File: config.mk
export PLATFORM = sky130hd
export DESIGN_NAME = dpc_loop_config
export DESIGN_NICKNAME = d
export VERILOG_FILES = /design/src/rtl/dpc_pkg.sv /design/src/rtl/dpc_cfg_if.sv /design/src/rtl/dpc_error_scale.sv /design/src/rtl/dpc_loop_config.sv /design/src/rtl/dpc_loop_select.sv
export SDC_FILE = /design/constraint.sdc
export NUM_CORES = 1
export LEC_CHECK = 0
export ABC_AREA = 1
export BUFFER_PORTS_ARGS = -buffer_cell sky130_fd_sc_hd__buf_4
export CORE_ASPECT_RATIO = 1.1
export CORE_UTILIZATION = 45
export DETAILED_ROUTE_END_ITERATION = 6
export PLACE_DENSITY = 0.71
export SYNTH_ARGS = -nofsm -noshare
export SYNTH_HDL_FRONTEND = slang
export SYNTH_SLANG_ARGS = --single-unit
File: constraint.sdc
create_clock -name clk -period 12.55 [get_ports clk]
set_clock_uncertainty 0.2 [all_clocks]
set_input_delay 0.6275 -clock clk [delete_from_list [all_inputs] [get_ports clk]]
set_output_delay 0.6275 -clock clk [all_outputs]
set_load 0.01 [all_outputs]
File: src/rtl/dpc_pkg.sv
package dpc_pkg;
	// Register offsets on the byte-wide host register port
	localparam logic [7:0] ADDR_MODE = 8'h00;
	localparam logic [7:0] ADDR_WINDOW = 8'h01;
	localparam logic [7:0] ADDR_INT_LO = 8'h02;
	localparam logic [7:0] ADDR_INT_HI = 8'h03;
	localparam logic [7:0] ADDR_FRAC_0 = 8'h04;
	localparam logic [7:0] ADDR_FRAC_1 = 8'h05;
	localparam logic [7:0] ADDR_FRAC_2 = 8'h06;
	localparam logic [7:0] ADDR_MOD = 8'h07;
	localparam logic [7:0] ADDR_STATUS = 8'h08;

	// Field positions in the mode register
	localparam int HOLD_MODE_LSB = 0;
	localparam int HOLD_AVG_BIT = 2;
	localparam int FAST_ACQ_BIT = 3;
	// Field positions in the modulator register
	localparam int ORDER_LSB = 0;
	localparam int GAIN_LSB = 2;
	localparam int DITHER_LSB = 4;
	// Field positions in the status register
	localparam int STAT_LOCKED_BIT = 0;
	localparam int STAT_HOLD_BIT = 1;
	localparam int STAT_ACQ_BIT = 2;

	// Field widths
	localparam int WINDOW_W = 8;
	localparam int INT_W = 9;
	localparam int FRAC_W = 21;
	localparam int SET_W = 4;
	localparam int ERR_W = 24;
	localparam int DITHER_W = 4;
	localparam int LFSR_W = 16;

	// Reset values and LFSR taps
	localparam logic [1:0] HOLD_MODE_RST = 2'h0;
	localparam logic HOLD_AVG_RST = 1'b0;
	localparam logic FAST_ACQ_RST = 1'b0;
	localparam logic [WINDOW_W-1:0] WINDOW_RST = 8'h3F;
	localparam logic [INT_W-1:0] INT_RST = 9'h02D;
	localparam logic [FRAC_W-1:0] FRAC_RST = 21'h000000;
	localparam logic [1:0] ORDER_RST = 2'h3;
	localparam logic [1:0] GAIN_RST = 2'h1;
	localparam logic [2:0] DITHER_RST = 3'h0;
	localparam logic [LFSR_W-1:0] LFSR_SEED = 16'hACE1;
	localparam logic [LFSR_W-1:0] LFSR_TAPS = 16'hB400;

	// Encodings
	localparam logic [1:0] HOLD_INSTANT = 2'h0;
	localparam logic [1:0] HOLD_FAST_AVG = 2'h1;
	localparam logic [1:0] ORDER_OFF = 2'h0;
	localparam logic [1:0] GAIN_HALF = 2'h0;
	localparam logic [1:0] GAIN_ONE = 2'h1;
	localparam logic [1:0] GAIN_TWO = 2'h2;
	localparam logic [2:0] DITHER_NONE = 3'h0;
	localparam logic [2:0] DITHER_ONE = 3'h1;
	localparam logic [2:0] DITHER_TWO = 3'h2;
	localparam logic [2:0] DITHER_FOUR = 3'h3;

	// Timing: history age and averaging constant
	localparam int CLK_MHZ = 200;
	localparam int HIST_AGE_MS = 100;
	localparam int HIST_CYCLES = HIST_AGE_MS * CLK_MHZ * 1000;
	localparam int AVG_SHIFT = 4;
	// Lock window step and span, in picoseconds
	localparam int WINDOW_STEP_PS = 2500;
	localparam int WINDOW_SPAN_PS = 640000;
endpackage

File: src/rtl/dpc_cfg_if.sv
`timescale 1ns/1ps
interface dpc_cfg_if;
	logic fast_acquire_enable;
	logic [dpc_pkg::WINDOW_W-1:0] phase_window_size;
	logic [1:0] oscillator_error_gain;
	logic phase_locked;
	logic acquiring;

	modport ctrl (output fast_acquire_enable, output phase_window_size, output oscillator_error_gain,
		input phase_locked, input acquiring);
	modport sel (input fast_acquire_enable, input phase_window_size, output phase_locked, output acquiring);
	modport scale (input oscillator_error_gain);
endinterface

File: src/rtl/dpc_error_scale.sv
`timescale 1ns/1ps
module dpc_error_scale
(
	input wire logic clk,
	input wire logic sys_rst,
	dpc_cfg_if.scale cfg,
	input wire logic signed [dpc_pkg::ERR_W-1:0] freq_error,
	output logic signed [dpc_pkg::ERR_W-1:0] scaled_error
);
	localparam logic signed [dpc_pkg::ERR_W+1:0] MAX_VAL = 26'sh07FFFFF;
	localparam logic signed [dpc_pkg::ERR_W+1:0] MIN_VAL = -26'sh0800000;
	logic signed [dpc_pkg::ERR_W+1:0] wide;
	logic signed [dpc_pkg::ERR_W+1:0] next_wide;

	assign wide = {{2{freq_error[dpc_pkg::ERR_W-1]}}, freq_error};

	always_comb
	begin
		case (cfg.oscillator_error_gain)
			dpc_pkg::GAIN_HALF: next_wide = wide >>> 1;
			dpc_pkg::GAIN_ONE: next_wide = wide;
			dpc_pkg::GAIN_TWO: next_wide = wide <<< 1;
			default: next_wide = wide <<< 2;
		endcase
	end

	// Saturate rather than wrap, so a large error never flips the DCO sign
	always_ff @(posedge clk or posedge sys_rst)
	begin
		if (sys_rst)
			scaled_error <= '0;
		else if (next_wide > MAX_VAL)
			scaled_error <= MAX_VAL[dpc_pkg::ERR_W-1:0];
		else if (next_wide < MIN_VAL)
			scaled_error <= MIN_VAL[dpc_pkg::ERR_W-1:0];
		else
			scaled_error <= next_wide[dpc_pkg::ERR_W-1:0];
	end
endmodule

File: src/rtl/dpc_loop_config.sv
`timescale 1ns/1ps
// Notes on behaviour
// Averaging enable off means no holdover averaging
// Mode 00 instant history, 01 fast average
// Fast acquire off: always locked bandwidth, damping
// Fast acquire on: acquisition settings until locked
// Lock window counts 2.5ns steps, 640ns span
// Software never writes zero lock window
// Software keeps integer part at most FFh
// Below 16MHz crystal, software enables doubler
// Fraction equals field over two to 21
// Order 00 off, then first to third
// Error gain 0.5, 1, 2, 4
// Dither none, one, two, four LSBs
// Reserved encodings are software's to avoid
module dpc_loop_config
#(
	parameter int HIST_CYCLES = dpc_pkg::HIST_CYCLES
)
(
	input wire logic clk,
	input wire logic sys_rst,
	input wire logic [7:0] reg_addr,
	input wire logic [7:0] reg_wdata,
	input wire logic reg_wr,
	output logic [7:0] reg_rdata,
	input wire logic [dpc_pkg::WINDOW_W-1:0] phase_error_mag,
	input wire logic signed [dpc_pkg::ERR_W-1:0] freq_error,
	input wire logic signed [dpc_pkg::ERR_W-1:0] dco_word,
	input wire logic holdover_active,
	input wire logic [dpc_pkg::SET_W-1:0] acquisition_bandwidth_setting,
	input wire logic [dpc_pkg::SET_W-1:0] acquisition_damping_setting,
	input wire logic [dpc_pkg::SET_W-1:0] locked_bandwidth_setting,
	input wire logic [dpc_pkg::SET_W-1:0] locked_damping_setting,
	output logic [dpc_pkg::SET_W-1:0] selected_bandwidth,
	output logic [dpc_pkg::SET_W-1:0] selected_damping,
	output logic phase_locked,
	output logic signed [dpc_pkg::ERR_W-1:0] scaled_error,
	output logic signed [dpc_pkg::ERR_W-1:0] holdover_word,
	output logic [dpc_pkg::INT_W+dpc_pkg::FRAC_W-1:0] feedback_value,
	output logic modulator_enable,
	output logic [1:0] modulator_order,
	output logic [dpc_pkg::DITHER_W-1:0] dither_word
);
	logic [1:0] holdover_mode_select;
	logic holdover_averaging_enable;
	logic fast_acquire_enable;
	logic [dpc_pkg::WINDOW_W-1:0] phase_window_size;
	logic [dpc_pkg::INT_W-1:0] feedback_integer_part;
	logic [dpc_pkg::FRAC_W-1:0] feedback_fraction_part;
	logic [1:0] modulator_order_select;
	logic [1:0] oscillator_error_gain;
	logic [2:0] dither_amount;
	logic [7:0] next_rdata;
	logic [31:0] hist_count;
	logic hist_tick;
	logic signed [dpc_pkg::ERR_W-1:0] hist_recent;
	logic signed [dpc_pkg::ERR_W-1:0] hist_old;
	logic signed [dpc_pkg::ERR_W-1:0] avg_word;
	logic signed [dpc_pkg::ERR_W:0] avg_diff;
	logic signed [dpc_pkg::ERR_W:0] avg_step;
	logic holdover_prev;
	logic holdover_entry;
	logic [dpc_pkg::LFSR_W-1:0] lfsr;

	dpc_cfg_if cfg_bus();

	assign cfg_bus.fast_acquire_enable = fast_acquire_enable;
	assign cfg_bus.phase_window_size = phase_window_size;
	assign cfg_bus.oscillator_error_gain = oscillator_error_gain;

	dpc_loop_select u_select
	(
		.clk(clk),
		.sys_rst(sys_rst),
		.cfg(cfg_bus.sel),
		.phase_error_mag(phase_error_mag),
		.acquisition_bandwidth_setting(acquisition_bandwidth_setting),
		.acquisition_damping_setting(acquisition_damping_setting),
		.locked_bandwidth_setting(locked_bandwidth_setting),
		.locked_damping_setting(locked_damping_setting),
		.selected_bandwidth(selected_bandwidth),
		.selected_damping(selected_damping)
	);

	dpc_error_scale u_scale
	(
		.clk(clk),
		.sys_rst(sys_rst),
		.cfg(cfg_bus.scale),
		.freq_error(freq_error),
		.scaled_error(scaled_error)
	);

	assign phase_locked = cfg_bus.phase_locked;

	// Dither mask: only the documented codes dither at all
	function automatic logic [dpc_pkg::DITHER_W-1:0] dither_mask(input logic [2:0] amount);
		logic [dpc_pkg::DITHER_W-1:0] mask;
		mask = 4'h0;
		case (amount)
			dpc_pkg::DITHER_ONE: mask = 4'h1;
			dpc_pkg::DITHER_TWO: mask = 4'h3;
			dpc_pkg::DITHER_FOUR: mask = 4'hF;
			default: mask = 4'h0;
		endcase
		return mask;
	endfunction

	// Mode and enable fields
	always_ff @(posedge clk or posedge sys_rst)
	begin
		if (sys_rst)
		begin
			holdover_mode_select <= dpc_pkg::HOLD_MODE_RST;
			holdover_averaging_enable <= dpc_pkg::HOLD_AVG_RST;
			fast_acquire_enable <= dpc_pkg::FAST_ACQ_RST;
		end
		else if (reg_wr && reg_addr == dpc_pkg::ADDR_MODE)
		begin
			holdover_mode_select <= reg_wdata[dpc_pkg::HOLD_MODE_LSB +: 2];
			holdover_averaging_enable <= reg_wdata[dpc_pkg::HOLD_AVG_BIT];
			fast_acquire_enable <= reg_wdata[dpc_pkg::FAST_ACQ_BIT];
		end
	end

	// Lock window; zero is stored as written since software must avoid it
	always_ff @(posedge clk or posedge sys_rst)
	begin
		if (sys_rst)
			phase_window_size <= dpc_pkg::WINDOW_RST;
		else if (reg_wr && reg_addr == dpc_pkg::ADDR_WINDOW)
			phase_window_size <= reg_wdata;
	end

	// Feedback integer and fraction, written a byte at a time
	always_ff @(posedge clk or posedge sys_rst)
	begin
		if (sys_rst)
		begin
			feedback_integer_part <= dpc_pkg::INT_RST;
			feedback_fraction_part <= dpc_pkg::FRAC_RST;
		end
		else if (reg_wr)
		begin
			if (reg_addr == dpc_pkg::ADDR_INT_LO)
				feedback_integer_part[7:0] <= reg_wdata;
			else if (reg_addr == dpc_pkg::ADDR_INT_HI)
				feedback_integer_part[8] <= reg_wdata[0];
			else if (reg_addr == dpc_pkg::ADDR_FRAC_0)
				feedback_fraction_part[7:0] <= reg_wdata;
			else if (reg_addr == dpc_pkg::ADDR_FRAC_1)
				feedback_fraction_part[15:8] <= reg_wdata;
			else if (reg_addr == dpc_pkg::ADDR_FRAC_2)
				feedback_fraction_part[20:16] <= reg_wdata[4:0];
		end
	end

	// Modulator order, error gain and dither fields
	always_ff @(posedge clk or posedge sys_rst)
	begin
		if (sys_rst)
		begin
			modulator_order_select <= dpc_pkg::ORDER_RST;
			oscillator_error_gain <= dpc_pkg::GAIN_RST;
			dither_amount <= dpc_pkg::DITHER_RST;
		end
		else if (reg_wr && reg_addr == dpc_pkg::ADDR_MOD)
		begin
			modulator_order_select <= reg_wdata[dpc_pkg::ORDER_LSB +: 2];
			oscillator_error_gain <= reg_wdata[dpc_pkg::GAIN_LSB +: 2];
			dither_amount <= reg_wdata[dpc_pkg::DITHER_LSB +: 3];
		end
	end

	// Read decode; unmapped addresses read zero
	always_comb
	begin
		next_rdata = 8'h00;
		if (reg_addr == dpc_pkg::ADDR_MODE)
		begin
			next_rdata[dpc_pkg::HOLD_MODE_LSB +: 2] = holdover_mode_select;
			next_rdata[dpc_pkg::HOLD_AVG_BIT] = holdover_averaging_enable;
			next_rdata[dpc_pkg::FAST_ACQ_BIT] = fast_acquire_enable;
		end
		else if (reg_addr == dpc_pkg::ADDR_WINDOW)
			next_rdata = phase_window_size;
		else if (reg_addr == dpc_pkg::ADDR_INT_LO)
			next_rdata = feedback_integer_part[7:0];
		else if (reg_addr == dpc_pkg::ADDR_INT_HI)
			next_rdata[0] = feedback_integer_part[8];
		else if (reg_addr == dpc_pkg::ADDR_FRAC_0)
			next_rdata = feedback_fraction_part[7:0];
		else if (reg_addr == dpc_pkg::ADDR_FRAC_1)
			next_rdata = feedback_fraction_part[15:8];
		else if (reg_addr == dpc_pkg::ADDR_FRAC_2)
			next_rdata[4:0] = feedback_fraction_part[20:16];
		else if (reg_addr == dpc_pkg::ADDR_MOD)
		begin
			next_rdata[dpc_pkg::ORDER_LSB +: 2] = modulator_order_select;
			next_rdata[dpc_pkg::GAIN_LSB +: 2] = oscillator_error_gain;
			next_rdata[dpc_pkg::DITHER_LSB +: 3] = dither_amount;
		end
		else if (reg_addr == dpc_pkg::ADDR_STATUS)
		begin
			next_rdata[dpc_pkg::STAT_LOCKED_BIT] = cfg_bus.phase_locked;
			next_rdata[dpc_pkg::STAT_HOLD_BIT] = holdover_active;
			next_rdata[dpc_pkg::STAT_ACQ_BIT] = cfg_bus.acquiring;
		end
	end

	always_ff @(posedge clk or posedge sys_rst)
	begin
		if (sys_rst)
			reg_rdata <= 8'h00;
		else
			reg_rdata <= next_rdata;
	end

	// Feedback value as 9.21 fixed point, fraction over two to the 21
	always_ff @(posedge clk or posedge sys_rst)
	begin
		if (sys_rst)
		begin
			feedback_value <= {dpc_pkg::INT_RST, dpc_pkg::FRAC_RST};
			modulator_enable <= 1'b1;
			modulator_order <= dpc_pkg::ORDER_RST;
		end
		else
		begin
			feedback_value <= {feedback_integer_part, feedback_fraction_part};
			modulator_enable <= (modulator_order_select != dpc_pkg::ORDER_OFF);
			modulator_order <= modulator_order_select;
		end
	end

	// History tick every 100ms
	always_ff @(posedge clk or posedge sys_rst)
	begin
		if (sys_rst)
			hist_count <= 32'h0;
		else if (hist_count >= 32'(HIST_CYCLES - 1))
			hist_count <= 32'h0;
		else
			hist_count <= hist_count + 32'h1;
	end

	assign hist_tick = (hist_count >= 32'(HIST_CYCLES - 1));

	// Two snapshots, so the older one is always at least 100ms old at holdover entry
	always_ff @(posedge clk or posedge sys_rst)
	begin
		if (sys_rst)
		begin
			hist_recent <= '0;
			hist_old <= '0;
		end
		else if (hist_tick && !holdover_active)
		begin
			hist_recent <= dco_word;
			hist_old <= hist_recent;
		end
	end

	// Fast running average of the DCO word, frozen during holdover
	assign avg_diff = {dco_word[dpc_pkg::ERR_W-1], dco_word} - {avg_word[dpc_pkg::ERR_W-1], avg_word};
	assign avg_step = avg_diff >>> dpc_pkg::AVG_SHIFT;

	always_ff @(posedge clk or posedge sys_rst)
	begin
		if (sys_rst)
			avg_word <= '0;
		else if (!holdover_active)
			avg_word <= avg_word + avg_step[dpc_pkg::ERR_W-1:0];
	end

	always_ff @(posedge clk or posedge sys_rst)
	begin
		if (sys_rst)
			holdover_prev <= 1'b0;
		else
			holdover_prev <= holdover_active;
	end

	assign holdover_entry = holdover_active && !holdover_prev;

	// Holdover value chosen on entry; reserved modes fall back to the live word
	always_ff @(posedge clk or posedge sys_rst)
	begin
		if (sys_rst)
			holdover_word <= '0;
		else if (holdover_entry)
		begin
			if (!holdover_averaging_enable)
				holdover_word <= dco_word;
			else if (holdover_mode_select == dpc_pkg::HOLD_INSTANT)
				holdover_word <= hist_old;
			else if (holdover_mode_select == dpc_pkg::HOLD_FAST_AVG)
				holdover_word <= avg_word;
			else
				holdover_word <= dco_word;
		end
		else if (!holdover_active)
			holdover_word <= dco_word;
	end

	// Dither source
	always_ff @(posedge clk or posedge sys_rst)
	begin
		if (sys_rst)
			lfsr <= dpc_pkg::LFSR_SEED;
		else if (lfsr[0])
			lfsr <= (lfsr >> 1) ^ dpc_pkg::LFSR_TAPS;
		else
			lfsr <= lfsr >> 1;
	end

	always_ff @(posedge clk or posedge sys_rst)
	begin
		if (sys_rst)
			dither_word <= '0;
		else
			dither_word <= lfsr[dpc_pkg::DITHER_W-1:0] & dither_mask(dither_amount);
	end
endmodule

File: src/rtl/dpc_loop_select.sv
`timescale 1ns/1ps
module dpc_loop_select
(
	input wire logic clk,
	input wire logic sys_rst,
	dpc_cfg_if.sel cfg,
	input wire logic [dpc_pkg::WINDOW_W-1:0] phase_error_mag,
	input wire logic [dpc_pkg::SET_W-1:0] acquisition_bandwidth_setting,
	input wire logic [dpc_pkg::SET_W-1:0] acquisition_damping_setting,
	input wire logic [dpc_pkg::SET_W-1:0] locked_bandwidth_setting,
	input wire logic [dpc_pkg::SET_W-1:0] locked_damping_setting,
	output logic [dpc_pkg::SET_W-1:0] selected_bandwidth,
	output logic [dpc_pkg::SET_W-1:0] selected_damping
);
	logic locked;
	logic use_acq;

	// Error and window share the 2.5ns step; a zero window can never judge lock
	always_ff @(posedge clk or posedge sys_rst)
	begin
		if (sys_rst)
			locked <= 1'b0;
		else
			locked <= (phase_error_mag < cfg.phase_window_size);
	end

	assign use_acq = cfg.fast_acquire_enable && !locked;

	always_ff @(posedge clk or posedge sys_rst)
	begin
		if (sys_rst)
		begin
			selected_bandwidth <= '0;
			selected_damping <= '0;
		end
		else if (use_acq)
		begin
			selected_bandwidth <= acquisition_bandwidth_setting;
			selected_damping <= acquisition_damping_setting;
		end
		else
		begin
			selected_bandwidth <= locked_bandwidth_setting;
			selected_damping <= locked_damping_setting;
		end
	end

	assign cfg.phase_locked = locked;
	assign cfg.acquiring = use_acq;
endmodule

==> reports/metrics.csv <==
metric,value,unit
synth.yosys.warnings,0,
design_area,17100,um^2
grt_pass1_vias,12801,
dpl_cell_area,16100,um^2
h-tree-depth,1,
std_cell_rows,68,
maxCapViolations,0,
drive_gt1_share,14.9,%
tns,0,ns
r2r_slack,8.33,ns
place_congestion,0.908,
power,3740,uW
finalNetCount,2141,
ys_ff_latch,272,
synthArstFlopShare,100,%
postRouteAntennaNets,0,
hold_ws,-0.000910,ns
worstSetupPathType,register to register,
worst_pin_slew,1.04,ns
dieArea,32500,um^2
root_buffer,clkbuf_16,
slew_headroom,31.0,%
power_frac_comb,48.8,%
p_sw_share,42.7,%
areaGrowthSynthToFinish,19.7,%
cp-startpoint,avg_word[4],
peakVddDrop,0.122,mV
power_switching,1600,uW
clk_pin_slew,0.07,ns
p_leak,0.00843,uW
post-route-drc-count,0,
rr_endpoint,avg_word[18],
worst-r2r-cell-count,20,
end_kind,register,
first_pass_iters,5,
grt_usage,26.2,%
grt_max_degree,169,
dp_slack,8.07,ns
setup.worst_path.start_class,register,
hold_viol_final,2,
via_per_inst,5.36,
numClockSinks,272,
cp.required,12.73,ns
violations,negative hold slack,
hpwl,29900,um
die_w,172,um
die_h,189,um
layout_min_cycle_time,4.22,ns
powerDensity,218,nW/um^2
drt_iter0_drc,874,
vias,13050,
cts-resized-gates,0,
syn_inst,1812,
layoutNonFillerInstCount,2436,
grt_antenna_before_repair,0,
syn-cell-area,14300,um^2
core,31300,um^2
wl,41500,um
overflow,0,
clockBufferDepth,3,
port_buffers,193,
post_drt_wl_per_cell,17.0,um
slew_violations,0,
final_common_cell,nand2_1,
cts_tree,yes,
seq_power_share,27.4,%
synth_flop_cell,dfrtp_1,
mostFrequentLayoutCells,"nand2_1, dfrtp_1, buf_4",
cp_max_fo,6,
max_freq,237,MHz
yosysSeqAreaShare,47.8,%
grt_first_pass_wirelength,67000,um
clockPowerShare,23.7,%
worstSetupEndpoint,avg_word[18],
arrival,4.40,ns
setup_viol,0,
ys_types,47,
initial_utilization,45.7,%
r2r-start,avg_word[4],
internal_power,2140,uW
hold_path_class,primary input to asynchronous set/reset pin,
insertion_delay,0.57,ns
rsz0062_at_grt,no,
place_inst,2380,
synth_edf_count,0,
status,"complete, but fails checks",
io_pins,194,
period_share,33.6,%
cts_buffers,29,
setup_ws,8.33,ns
avgSynthCellArea,7.90,um^2
Yosys cell counts, types with 9 or more instances:
cell type / instances / area, um^2
a31oi_1: 30 / 188
o21ai_0: 174 / 871
ha_1: 56 / 701
buf_2: 9 / 45.0
nand2_1: 511 / 1920
o21bai_1: 12 / 90.1
dfrtp_1: 244 / 6110
o211ai_1: 15 / 113
xnor2_1: 10 / 87.6
inv_1: 180 / 676
or2_2: 14 / 87.6
nor3_1: 21 / 105
xor2_1: 24 / 210
dfstp_2: 28 / 736
nand4_1: 23 / 144
nand3_1: 136 / 681
clkbuf_1: 39 / 146
a21oi_1: 69 / 345
nor2_1: 145 / 544
power by group through the flow:
stage,sequential (uW),combinational [uW],clock [uW]
2_1_floorplan,1040,1300,0
3_3_place_gp,1040,1780,0
3_5_place_dp,1040,1790,0
4_1_cts,1030,1800,908
5_1_grt,1040,2060,938
6_report,1030,1820,887
worst min-delay path by stage:
stage | startpoint | to | slack (ns) | cells after the start
CTS | sys_rst | dither_word[2] | 0.02 | 2
global placement | lfsr[4] | lfsr[3] | 0.14 | 0
detailed placement | lfsr[12] | lfsr[11] | 0.14 | 0
finish | sys_rst | dither_word[3] | -0.0009 | 2
floorplan | lfsr[4] | lfsr[3] | 0.13 | 0
global route | locked_damping_setting[1] | u_select.selected_damping[1] | 0.05 | 3
layout make-up:
type                       instances  area (um^2)
tap                              420          526
multi-input combinational       1307         6560
fill                            2977        14200
clock inverter                    19          215
timing repair buffer             199         1510
sequential                       272         6840
inverter                         183          694
antenna                            1         2.50
clock buffer                      35          778
critical path, cell delays in order, from the launching register on:
cell and delay [ns]:
dfrtp_1 0.35, inv_1 0.09, ha_1 0.36, nand2_1 0.10
nor2_1 0.25, nand2_1 0.10, o211ai_1 0.22, a21oi_1 0.22
xor2_1 0.22, ha_1 0.37, inv_1 0.06, o21ai_0 0.63
nand2_1 0.10, nand2_1 0.22, nand3_1 0.10, nand2_1 0.11
nand2_1 0.07, nand2_1 0.06, nand2_1 0.05, nand3_1 0.06
o21ai_0 0.10
stage by stage:
step	hold WS [ns]	util [%]
after floorplan	0.131	-
after global placement	0.135	51.5
after detailed placement	0.143	51.5
after CTS	0.0172	54.7
after global routing	0.0519	54.7
final	-0.000910	54.7
kinds of logic (layout without fill, tap and decap cells):
| group | count (synthesis) | in the layout | share of synthesized area (%) |
|---|---|---|---|
| other cells | 1 | 8 | 0.0262 |
| fa+ha+maj | 57 | 57 | 5.04 |
| xor+xnor | 34 | 34 | 2.08 |
| simple gates | 874 | 874 | 25.5 |
| flops | 272 | 272 | 47.8 |
| compound gates | 335 | 335 | 13.1 |
| buf+inv | 239 | 436 | 6.48 |
registers in the layout, summed over array words and instances (netlist names), 2 cells and up:
register,count
dither_word,4
dither_amount,3
feedback_integer_part,9
cfg_bus.oscillator_error_gain,2
hist_old,24
cfg_bus.phase_window_size,8
holdover_word,24
hist_count,32
modulator_order_select,2
u_scale.scaled_error,24
u_select.selected_bandwidth,4
avg_word,24
lfsr,16
holdover_mode_select,2
reg_rdata,8
feedback_value,30
u_select.selected_damping,4
hist_recent,24
feedback_fraction_part,21
modulator_order,2
repair_timing:
item / in CTS / in global routing
hold endpoints to repair: 1 / 0
hold buffers: 1 / 0
buffers inserted: 0 / 0
endpoints found under the setup margin: 0 / 0
routing by layer:
layer / up-vias / GRT usage [%] / part of all wire (%) / routed length (um)
met4: 0 / 8.20 / 2.5 / 1050
met3: 73 / 5.00 / 7.4 / 3070
met5: - / 0 / 0 / 0
met2: 509 / 43.7 / 48 / 19800
li1: 6321 / - / - / -
met1: 6147 / 34.2 / 42 / 17500
(Power assumes the default switching activity.)
